**src/design/csf_consts.svh**
```systemverilog
// constants for the status flag datapath
`ifndef CSF_CONSTS_SVH
`define CSF_CONSTS_SVH
`define CSF_BIT_S 7
`define CSF_BIT_Z 6
`define CSF_BIT_U5 5
`define CSF_BIT_H 4
`define CSF_BIT_U3 3
`define CSF_BIT_PV 2
`define CSF_BIT_N 1
`define CSF_BIT_C 0
`define CSF_FLAG_MASK 8'hd7
`define CSF_FLAG_RST 8'h00
`define CSF_DAA_LO_LIM 4'h9
`define CSF_DAA_HI_LIM 8'h99
`define CSF_DAA_LO_ADJ 8'h06
`define CSF_DAA_HI_ADJ 8'h60
`endif

```
**src/design/csf_pkg.sv**
```systemverilog
// types for the status flag datapath
package csf_pkg;
   typedef enum logic [4:0] {
      CSF_OP_NOP, CSF_OP_ADD, CSF_OP_ADC, CSF_OP_SUB, CSF_OP_SBC, CSF_OP_CMP,
      CSF_OP_AND, CSF_OP_OR, CSF_OP_XOR,
      CSF_OP_RLC, CSF_OP_RRC, CSF_OP_RL, CSF_OP_RR, CSF_OP_SLA, CSF_OP_SRA, CSF_OP_SRL,
      CSF_OP_SCF, CSF_OP_CCF, CSF_OP_DAA, CSF_OP_BIT, CSF_OP_BLK, CSF_OP_LDIR_A, CSF_OP_IN,
      CSF_OP_EXAF, CSF_OP_LDF
   } csf_op_e;
   typedef enum logic [2:0] {
      CSF_CC_NZ, CSF_CC_Z, CSF_CC_NC, CSF_CC_C, CSF_CC_PO, CSF_CC_PE, CSF_CC_P, CSF_CC_M
   } csf_cc_e;
   typedef struct packed {
      logic [7:0] flags;
      logic [7:0] flags_alt;
      logic [7:0] result;
      logic result_vld;
   } csf_state_s;
endpackage

```
**src/design/csf_if.sv**
```systemverilog
// interface between flag core and condition evaluator
`timescale 1ns/1ps
interface csf_cc_if;
   logic [7:0] flags;
   logic [2:0] cc;
   logic short_set;
   logic taken;
   modport core (output flags, output cc, output short_set, input taken);
   modport eval (input flags, input cc, input short_set, output taken);
endinterface

```
**src/design/csf_core.sv**
```systemverilog
// status flag generation, flag registers and address forming
`timescale 1ns/1ps
`include "csf_consts.svh"
//
// Operation
// RL1 - primary and alternate six-bit flag registers
// RL2 - only C, PV, Z, S are testable
// RL3 - full eight codes; relative set four
// RL4 - carry on add carry or sub borrow
// RL5 - carry links rotate-through-carry ends
// RL6 - left rotates/shifts: carry gets bit 7
// RL7 - right rotates/shifts: carry gets bit 0
// RL8 - and, or, xor clear carry
// RL9 - set-carry forces one; invert complements
// RL10 - decimal adjust sets carry on correction
// RL11 - add clears N, subtract sets N
// RL12 - arithmetic PV flags signed overflow
// RL13 - overflow when sign carries differ
// RL14 - add overflow needs like-sign operands
// RL15 - sub overflow needs unlike-sign operands
// RL16 - logic and rotate PV is parity even
// RL17 - block ops PV clear at count zero
// RL18 - load from vector/refresh: PV gets latch
// RL19 - port input PV holds byte parity
// RL20 - half carry on bit 3/4 carry, borrow
// RL21 - index address adds sign-extended displacement
// RL22 - accumulator high, flags low in pair
// RL23 - zero flag set on zero result
// RL24 - bit test zero gets inverted bit
// RL25 - sign flag takes result msb
// RL26 - S7 Z6 H4 PV2 N1 C0 layout
module csf_core (
   // clock and reset
   input wire logic core_clk,
   input wire logic sys_rst,
   // operation request
   input wire logic op_vld,
   input wire csf_pkg::csf_op_e op,
   input wire logic [7:0] opnd_a,
   input wire logic [7:0] opnd_b,
   input wire logic [2:0] bit_sel,
   input wire logic [15:0] byte_count_dec,
   input wire logic second_interrupt_enable_latch,
   // condition test
   input wire logic [2:0] cc,
   input wire logic cc_short,
   output logic cc_taken,
   // index addressing
   input wire logic [15:0] index_reg,
   input wire logic [7:0] displacement,
   output logic [15:0] index_addr,
   // results
   output logic [7:0] result,
   output logic result_vld,
   output logic [7:0] flags,
   output logic [7:0] flags_alt,
   output logic [15:0] acc_flag_pair
);
   import csf_pkg::*;

   csf_state_s st_r;
   csf_state_s st_nxt;
   csf_cc_if cc_if ();

   function automatic logic par_even(input logic [7:0] v);
      par_even = ~^v;
   endfunction

   function automatic logic [7:0] pack_flags(input logic s, input logic z, input logic h,
                                             input logic pv, input logic n, input logic c);
      logic [7:0] f;
      f = `CSF_FLAG_RST;
      f[`CSF_BIT_S] = s;
      f[`CSF_BIT_Z] = z;
      f[`CSF_BIT_H] = h;
      f[`CSF_BIT_PV] = pv;
      f[`CSF_BIT_N] = n;
      f[`CSF_BIT_C] = c;
      pack_flags = f; // RL26 RL1
   endfunction

   logic [8:0] sum9;
   logic [4:0] sum_lo;
   logic [7:0] b_eff;
   logic cin;
   logic is_sub;
   logic c6_in;
   logic [7:0] daa_adj;
   logic daa_c;
   logic daa_h;
   logic [7:0] res;
   logic fc;
   logic fh;
   logic fpv;
   logic fn;
   logic fz;
   logic fs;
   logic [7:0] fold;

   always_comb begin
      fold = st_r.flags;
      is_sub = (op == CSF_OP_SUB) || (op == CSF_OP_SBC) || (op == CSF_OP_CMP);
      cin = ((op == CSF_OP_ADC) || (op == CSF_OP_SBC)) ? fold[`CSF_BIT_C] : 1'b0;
      // subtract as a + ~b + ~cin; borrow is inverted carry
      b_eff = is_sub ? ~opnd_b : opnd_b;
      sum9 = {1'b0, opnd_a} + {1'b0, b_eff} + {8'h00, (is_sub ? ~cin : cin)};
      sum_lo = {1'b0, opnd_a[3:0]} + {1'b0, b_eff[3:0]} + {4'h0, (is_sub ? ~cin : cin)};
      c6_in = opnd_a[7] ^ b_eff[7] ^ sum9[7];
      // decimal correction
      daa_c = fold[`CSF_BIT_C] || (opnd_a > `CSF_DAA_HI_LIM);
      daa_h = fold[`CSF_BIT_H] || (opnd_a[3:0] > `CSF_DAA_LO_LIM);
      daa_adj = (daa_c ? `CSF_DAA_HI_ADJ : 8'h00) | (daa_h ? `CSF_DAA_LO_ADJ : 8'h00);
      res = opnd_a;
      fc = fold[`CSF_BIT_C];
      fh = fold[`CSF_BIT_H];
      fpv = fold[`CSF_BIT_PV];
      fn = fold[`CSF_BIT_N];
      fz = fold[`CSF_BIT_Z];
      fs = fold[`CSF_BIT_S];
      case (op)
         CSF_OP_ADD, CSF_OP_ADC, CSF_OP_SUB, CSF_OP_SBC, CSF_OP_CMP: begin
            res = sum9[7:0];
            fc = is_sub ? ~sum9[8] : sum9[8]; // RL4
            fh = is_sub ? ~sum_lo[4] : sum_lo[4]; // RL20
            fpv = c6_in ^ sum9[8]; // RL12 RL13 RL14 RL15
            fn = is_sub; // RL11
         end
         CSF_OP_AND, CSF_OP_OR, CSF_OP_XOR: begin
            res = (op == CSF_OP_AND) ? (opnd_a & opnd_b) :
                  (op == CSF_OP_OR) ? (opnd_a | opnd_b) : (opnd_a ^ opnd_b);
            fc = 1'b0; // RL8
            fh = (op == CSF_OP_AND);
            fn = 1'b0;
            fpv = par_even(res); // RL16
         end
         CSF_OP_RLC, CSF_OP_SLA: begin
            res = (op == CSF_OP_RLC) ? {opnd_a[6:0], opnd_a[7]} : {opnd_a[6:0], 1'b0};
            fc = opnd_a[7]; // RL6
            fh = 1'b0;
            fn = 1'b0;
            fpv = par_even(res); // RL16
         end
         CSF_OP_RRC, CSF_OP_SRA, CSF_OP_SRL: begin
            res = (op == CSF_OP_RRC) ? {opnd_a[0], opnd_a[7:1]} :
                  (op == CSF_OP_SRA) ? {opnd_a[7], opnd_a[7:1]} : {1'b0, opnd_a[7:1]};
            fc = opnd_a[0]; // RL7
            fh = 1'b0;
            fn = 1'b0;
            fpv = par_even(res); // RL16
         end
         CSF_OP_RL, CSF_OP_RR: begin
            res = (op == CSF_OP_RL) ? {opnd_a[6:0], fold[`CSF_BIT_C]} : {fold[`CSF_BIT_C], opnd_a[7:1]}; // RL5
            fc = (op == CSF_OP_RL) ? opnd_a[7] : opnd_a[0]; // RL5
            fh = 1'b0;
            fn = 1'b0;
            fpv = par_even(res); // RL16
         end
         CSF_OP_SCF: begin
            fc = 1'b1; // RL9
            fh = 1'b0;
            fn = 1'b0;
         end
         CSF_OP_CCF: begin
            fc = ~fold[`CSF_BIT_C]; // RL9
            fn = 1'b0;
         end
         CSF_OP_DAA: begin
            res = fold[`CSF_BIT_N] ? (opnd_a - daa_adj) : (opnd_a + daa_adj);
            fc = daa_c; // RL10
            fh = 1'b0;
            fpv = par_even(res);
         end
         CSF_OP_BIT: begin
            fz = ~opnd_a[bit_sel]; // RL24
            fh = 1'b1;
            fn = 1'b0;
         end
         CSF_OP_BLK: begin
            fpv = (byte_count_dec != 16'h0000); // RL17
         end
         CSF_OP_LDIR_A: begin
            fpv = second_interrupt_enable_latch; // RL18
            fh = 1'b0;
            fn = 1'b0;
         end
         CSF_OP_IN: begin
            fpv = par_even(opnd_a); // RL19
            fh = 1'b0;
            fn = 1'b0;
         end
         default: begin
            res = opnd_a;
         end
      endcase
      case (op)
         CSF_OP_ADD, CSF_OP_ADC, CSF_OP_SUB, CSF_OP_SBC, CSF_OP_CMP,
         CSF_OP_AND, CSF_OP_OR, CSF_OP_XOR, CSF_OP_RLC, CSF_OP_RRC, CSF_OP_RL, CSF_OP_RR,
         CSF_OP_SLA, CSF_OP_SRA, CSF_OP_SRL, CSF_OP_DAA, CSF_OP_LDIR_A, CSF_OP_IN: begin
            fz = (res == 8'h00); // RL23
            fs = res[7]; // RL25
         end
         default: begin
            fz = fz;
         end
      endcase
      st_nxt = st_r;
      st_nxt.result_vld = 1'b0;
      if (op_vld) begin
         st_nxt.result_vld = 1'b1;
         st_nxt.result = res;
         case (op)
            CSF_OP_EXAF: begin
               st_nxt.flags = st_r.flags_alt; // RL1
               st_nxt.flags_alt = st_r.flags;
            end
            CSF_OP_LDF: begin
               st_nxt.flags = opnd_b & `CSF_FLAG_MASK; // RL1
            end
            CSF_OP_NOP: begin
               st_nxt.result_vld = 1'b0;
            end
            default: begin
               st_nxt.flags = pack_flags(fs, fz, fh, fpv, fn, fc);
            end
         endcase
      end
   end

   always_ff @(posedge core_clk) begin
      if (sys_rst) begin
         st_r <= '0;
      end else begin
         st_r <= st_nxt;
      end
   end

   assign result = st_r.result;
   assign result_vld = st_r.result_vld;
   assign flags = st_r.flags;
   assign flags_alt = st_r.flags_alt;
   assign acc_flag_pair = {st_r.result, st_r.flags}; // RL22
   assign index_addr = index_reg + {{8{displacement[7]}}, displacement}; // RL21

   assign cc_if.flags = st_r.flags;
   assign cc_if.cc = cc;
   assign cc_if.short_set = cc_short;
   assign cc_taken = cc_if.taken; // RL2

   csf_cond u_cond (
      .cc_if(cc_if.eval)
   );
endmodule // csf_core

```
**src/design/csf_cond.sv**
```systemverilog
// condition code evaluator
`timescale 1ns/1ps
`include "csf_consts.svh"
module csf_cond (
   // condition link
   csf_cc_if.eval cc_if
);
   import csf_pkg::*;
   function automatic logic cc_test(input logic [2:0] cc, input logic [7:0] f);
      case (csf_cc_e'(cc))
         CSF_CC_NZ: cc_test = ~f[`CSF_BIT_Z];
         CSF_CC_Z: cc_test = f[`CSF_BIT_Z];
         CSF_CC_NC: cc_test = ~f[`CSF_BIT_C];
         CSF_CC_C: cc_test = f[`CSF_BIT_C];
         CSF_CC_PO: cc_test = ~f[`CSF_BIT_PV];
         CSF_CC_PE: cc_test = f[`CSF_BIT_PV];
         CSF_CC_P: cc_test = ~f[`CSF_BIT_S];
         default: cc_test = f[`CSF_BIT_S];
      endcase
   endfunction
   always_comb begin
      // only c, pv, z, s are tested; short set only first four
      if (cc_if.short_set && cc_if.cc[2]) begin // RL3
         cc_if.taken = 1'b0;
      end else begin
         cc_if.taken = cc_test(cc_if.cc, cc_if.flags); // RL2 RL3
      end
   end
endmodule // csf_cond

```
**config.mk**
```make
export PLATFORM = sky130hd
export DESIGN_NAME = csf_core
export DESIGN_NICKNAME = d
export VERILOG_FILES = /design/src/design/csf_pkg.sv /design/src/design/csf_if.sv /design/src/design/csf_core.sv /design/src/design/csf_cond.sv
export VERILOG_INCLUDE_DIRS = /design/src /design/src/design
export SDC_FILE = /design/constraint.sdc
export NUM_CORES = 1
export LEC_CHECK = 0
export BUFFER_PORTS_ARGS = -buffer_cell sky130_fd_sc_hd__buf_2
export CORE_MARGIN = 2
export CORE_UTILIZATION = 58
export DETAILED_ROUTE_END_ITERATION = 8
export PLACE_DENSITY = 0.87
export SYNTH_ARGS = -nofsm -noshare
export SYNTH_HDL_FRONTEND = slang
export SYNTH_HIERARCHICAL = 1
export SYNTH_SLANG_ARGS = --single-unit
```
**constraint.sdc**
```tcl
create_clock -name core_clk -period 5.7 [get_ports core_clk]
set_input_delay 0.285 -clock core_clk [delete_from_list [all_inputs] [get_ports core_clk]]
set_output_delay 0.285 -clock core_clk [all_outputs]
set_load 0.05 [all_outputs]
```
==> metrics.csv <==
metric,value,unit
# diodes,0,
number of gates resized after cts,0,
placed cell area,4940,um^2
initial antenna violation count,0,
routed wire length,13800,um
Clock Latency Late Sink,280,ps
Die X,91.2,um
Sw Ratio,51.1,%
first-pass GRT wire length,22500,um
status,"complete, no violations",
Reg2Reg Launch Point,flags[0],
CORE AREA,7290,um^2
Mapped Nets,720,
Slew @ Worst Pin,1080,ps
Finished Cell Area,4990,um^2
Clk pwr share,10.7,%
WP data required,5920,ps
minimum clock period,3920,ps
Worst VDD drop,0.137,mV
CTS Buf Count,3,
Root Buffer,clkbuf_8,
DR vias,4894,
synthesized flop and latch total,25,
"commonest non-fill, non-tap cell in the layout",buf_2,
hold-critical path depth,2,
crit path DAT,4130,ps
Synth Area in Compound Gates,28.1,%
GR Layer Usage met1,41.1,%
hold endpoint,result_vld,
post-route ant nets,0,
r2r worst-path depth,12,
Worst Setup SP,op[2],
pwr/cell area,205,nW/um^2
Bufs on Longest Clock Path,2,
Static Leakage,2.28,nW
gr usage total,32.5,%
Mapped Cells,591,
fin nets,813,
worst hold-check path type,in2reg,
Synth async-reset ratio,0,%
Top Ports,130,
met2 Usage GRT,54.2,%
Max Clock Freq,0.255,GHz
Main synth FF type,dfxtp_1,
hold path start,sys_rst,
reg2reg end,flags[6],
Critical Path Start Type,input pin,
Layout Area Growth over Synthesis,13.0,%
largest net degree at the start of global routing,37,
largest family of logic cells by synthesized area,compound AO/OA/AOI/OAI gates,
initial DRC count,404,
DRC viols,0,
Unique masters post-synth,71,
half-perimeter wire length after placement,10800,um
worst clock skew,6.97,ps
# setup viols final,0,
"EDFF count, synth",0,
area of the mapped netlist,4410,um^2
RSZ-0062 raised after global routing,false,
max_cap viols,0,
layout cell share with drive strength beyond 1,21.7,%
Max-slew headroom,27.9,%
Yosys Warn Count,6,
Reg2Reg Setup Slack,2280,ps
multiplexer area fraction after synthesis,3.29,%
Die ar.,8320,um^2
M3 GR Usage,6.06,%
H-tree depth,1,
vias in the first global route,4638,
setup TNS,0,ps
Adder-Cell Fraction of Synth Area,16.7,%
remaining global-route overflow,0,
Slew Limit Fails,0,
syn avg cell area,7.46,um^2
CP Max Fanout,27,
RD Place Congestion,1.03,
Internal Power,499,uW
power share of the combinational group,70.1,%
TritonCTS clock tree,built,
CP Class,in2reg,
Critical Path Sink Type,register,
Switch Pwr,522,uW
clock tree sinks,25,
simple-gate portion of the synthesized area,19.3,%
Clock Pin Slew Worst Setup and Hold Paths,90,ps
average wire per standard cell,17.6,um
final hold vios,0,
post-synthesis sequential area ratio,11.3,%
die height,91.2,um
Via-to-Cell Ratio,6.26,
Starting Density,60.5,%
Post-CTS Setup Inserts,0,
Hold Buf Count CTS,0,
std cell rows,31,
Port Buffers,129,
DRT Pass-1 Iters,6,
Synth Area in XOR/XNOR,12.8,%
Seq pwr share,19.2,%
global route hottest layer,met2,
period utilization,68.7,%
most frequent cells in the layout,"buf_2 (129), nor2_1 (57), ha_1 (54)",
==> final cells by class <==
class                   instances  area (um^2)
clock buffers                   3         41.3
clock inverters                 1         7.51
fillers                       663         2310
inverters                      33          124
multi-input cells             491         3540
flip-flops and latches         25          500
well taps                      99          124
repair buffers                130          653
==> state kept, by name, summed over array words and instances, names as in the netlist <==
signal / cells
flags: 8
flags_alt: 8
result: 8
result_vld: 1
==> metal layers <==
metal | up-vias | part of all wire, %
met2 | 251 | 46
li1 | 2327 | -
met5 | - | 0
met1 | 2267 | 41
met3 | 49 | 9.5
met4 | 0 | 3.8
==> worst max-delay path, cell delays in order <==
cell and delay, ps:
buf_2 440, inv_2 200, nor2_1 280, o21ai_1 120
buf_4 200, xnor2_1 160, fa_1 430, fa_1 420
a21o_1 200, a21oi_1 290, xnor2_1 110, a22o_1 200
nor2_1 180, nand3_1 90, nor4_1 300, a32o_1 220
==> power by group through the flow <==
stage / registers, mW / logic (mW) / clock network [mW]
floorplan: 0.228 / 0.525 / 0
global placement: 0.199 / 0.687 / 0
detailed placement: 0.199 / 0.704 / 0
CTS: 0.195 / 0.707 / 0.109
global route: 0.197 / 0.769 / 0.117
finish: 0.196 / 0.717 / 0.110
==> synthesized netlist by cell type (6+ instances only) <==
| cell type | count | area, um^2 |
|---|---|---|
| a211oi_1 | 18 | 135 |
| a21o_1 | 8 | 60.1 |
| a21oi_1 | 52 | 260 |
| a22oi_1 | 6 | 45.0 |
| a31oi_1 | 7 | 43.8 |
| buf_2 | 8 | 40.0 |
| buf_4 | 16 | 120 |
| clkbuf_1 | 12 | 45.0 |
| dfxtp_1 | 25 | 500 |
| ha_1 | 54 | 676 |
| inv_1 | 31 | 116 |
| mux2i_1 | 10 | 100 |
| nand2_1 | 29 | 109 |
| nand2b_1 | 11 | 68.8 |
| nand3_1 | 18 | 90.1 |
| nand4_1 | 6 | 37.5 |
| nor2_1 | 57 | 214 |
| nor3_1 | 15 | 75.1 |
| nor4_1 | 7 | 43.8 |
| o21a_1 | 6 | 45.0 |
| o21ai_0 | 33 | 165 |
| o21ai_1 | 6 | 30.0 |
| xnor2_1 | 53 | 464 |
| xor2_1 | 9 | 78.8 |
==> cell families (layout without fill, tap and decap cells) <==
kind of cell,count (synthesis),after routing
AND/OR/NAND/NOR,173,173
adder cells (fa/ha/maj),57,57
AO/OA/AOI/OAI,186,186
flip-flops,25,25
buffers and inverters,75,167
XOR/XNOR,63,63
multiplexers,12,12
==> stage by stage <==
step	total power, mW	setup WS [ps]	hold WS, ps	util, %	instances
after detailed placement	0.903	1560	466	67.7	778
after CTS	1.01	1830	407	68.4	782
after global routing	1.08	1420	422	68.4	782
after global placement	0.886	1690	452	67.7	778
final	1.02	1780	412	68.4	782
after floorplan	0.752	1950	469	-	591
==> how the worst max path moves through the flow <==
stage	to	slack [ps]	cells past startpoint
after floorplan	flags[2]	1950	19
after detailed placement	flags[2]	1560	19
after global placement	flags[2]	1690	19
after CTS	flags[2]	1830	18
after global routing	flags[2]	1420	18
final	flags[6]	1780	16
No activity file was read; power rests on OpenSTA's default activity.
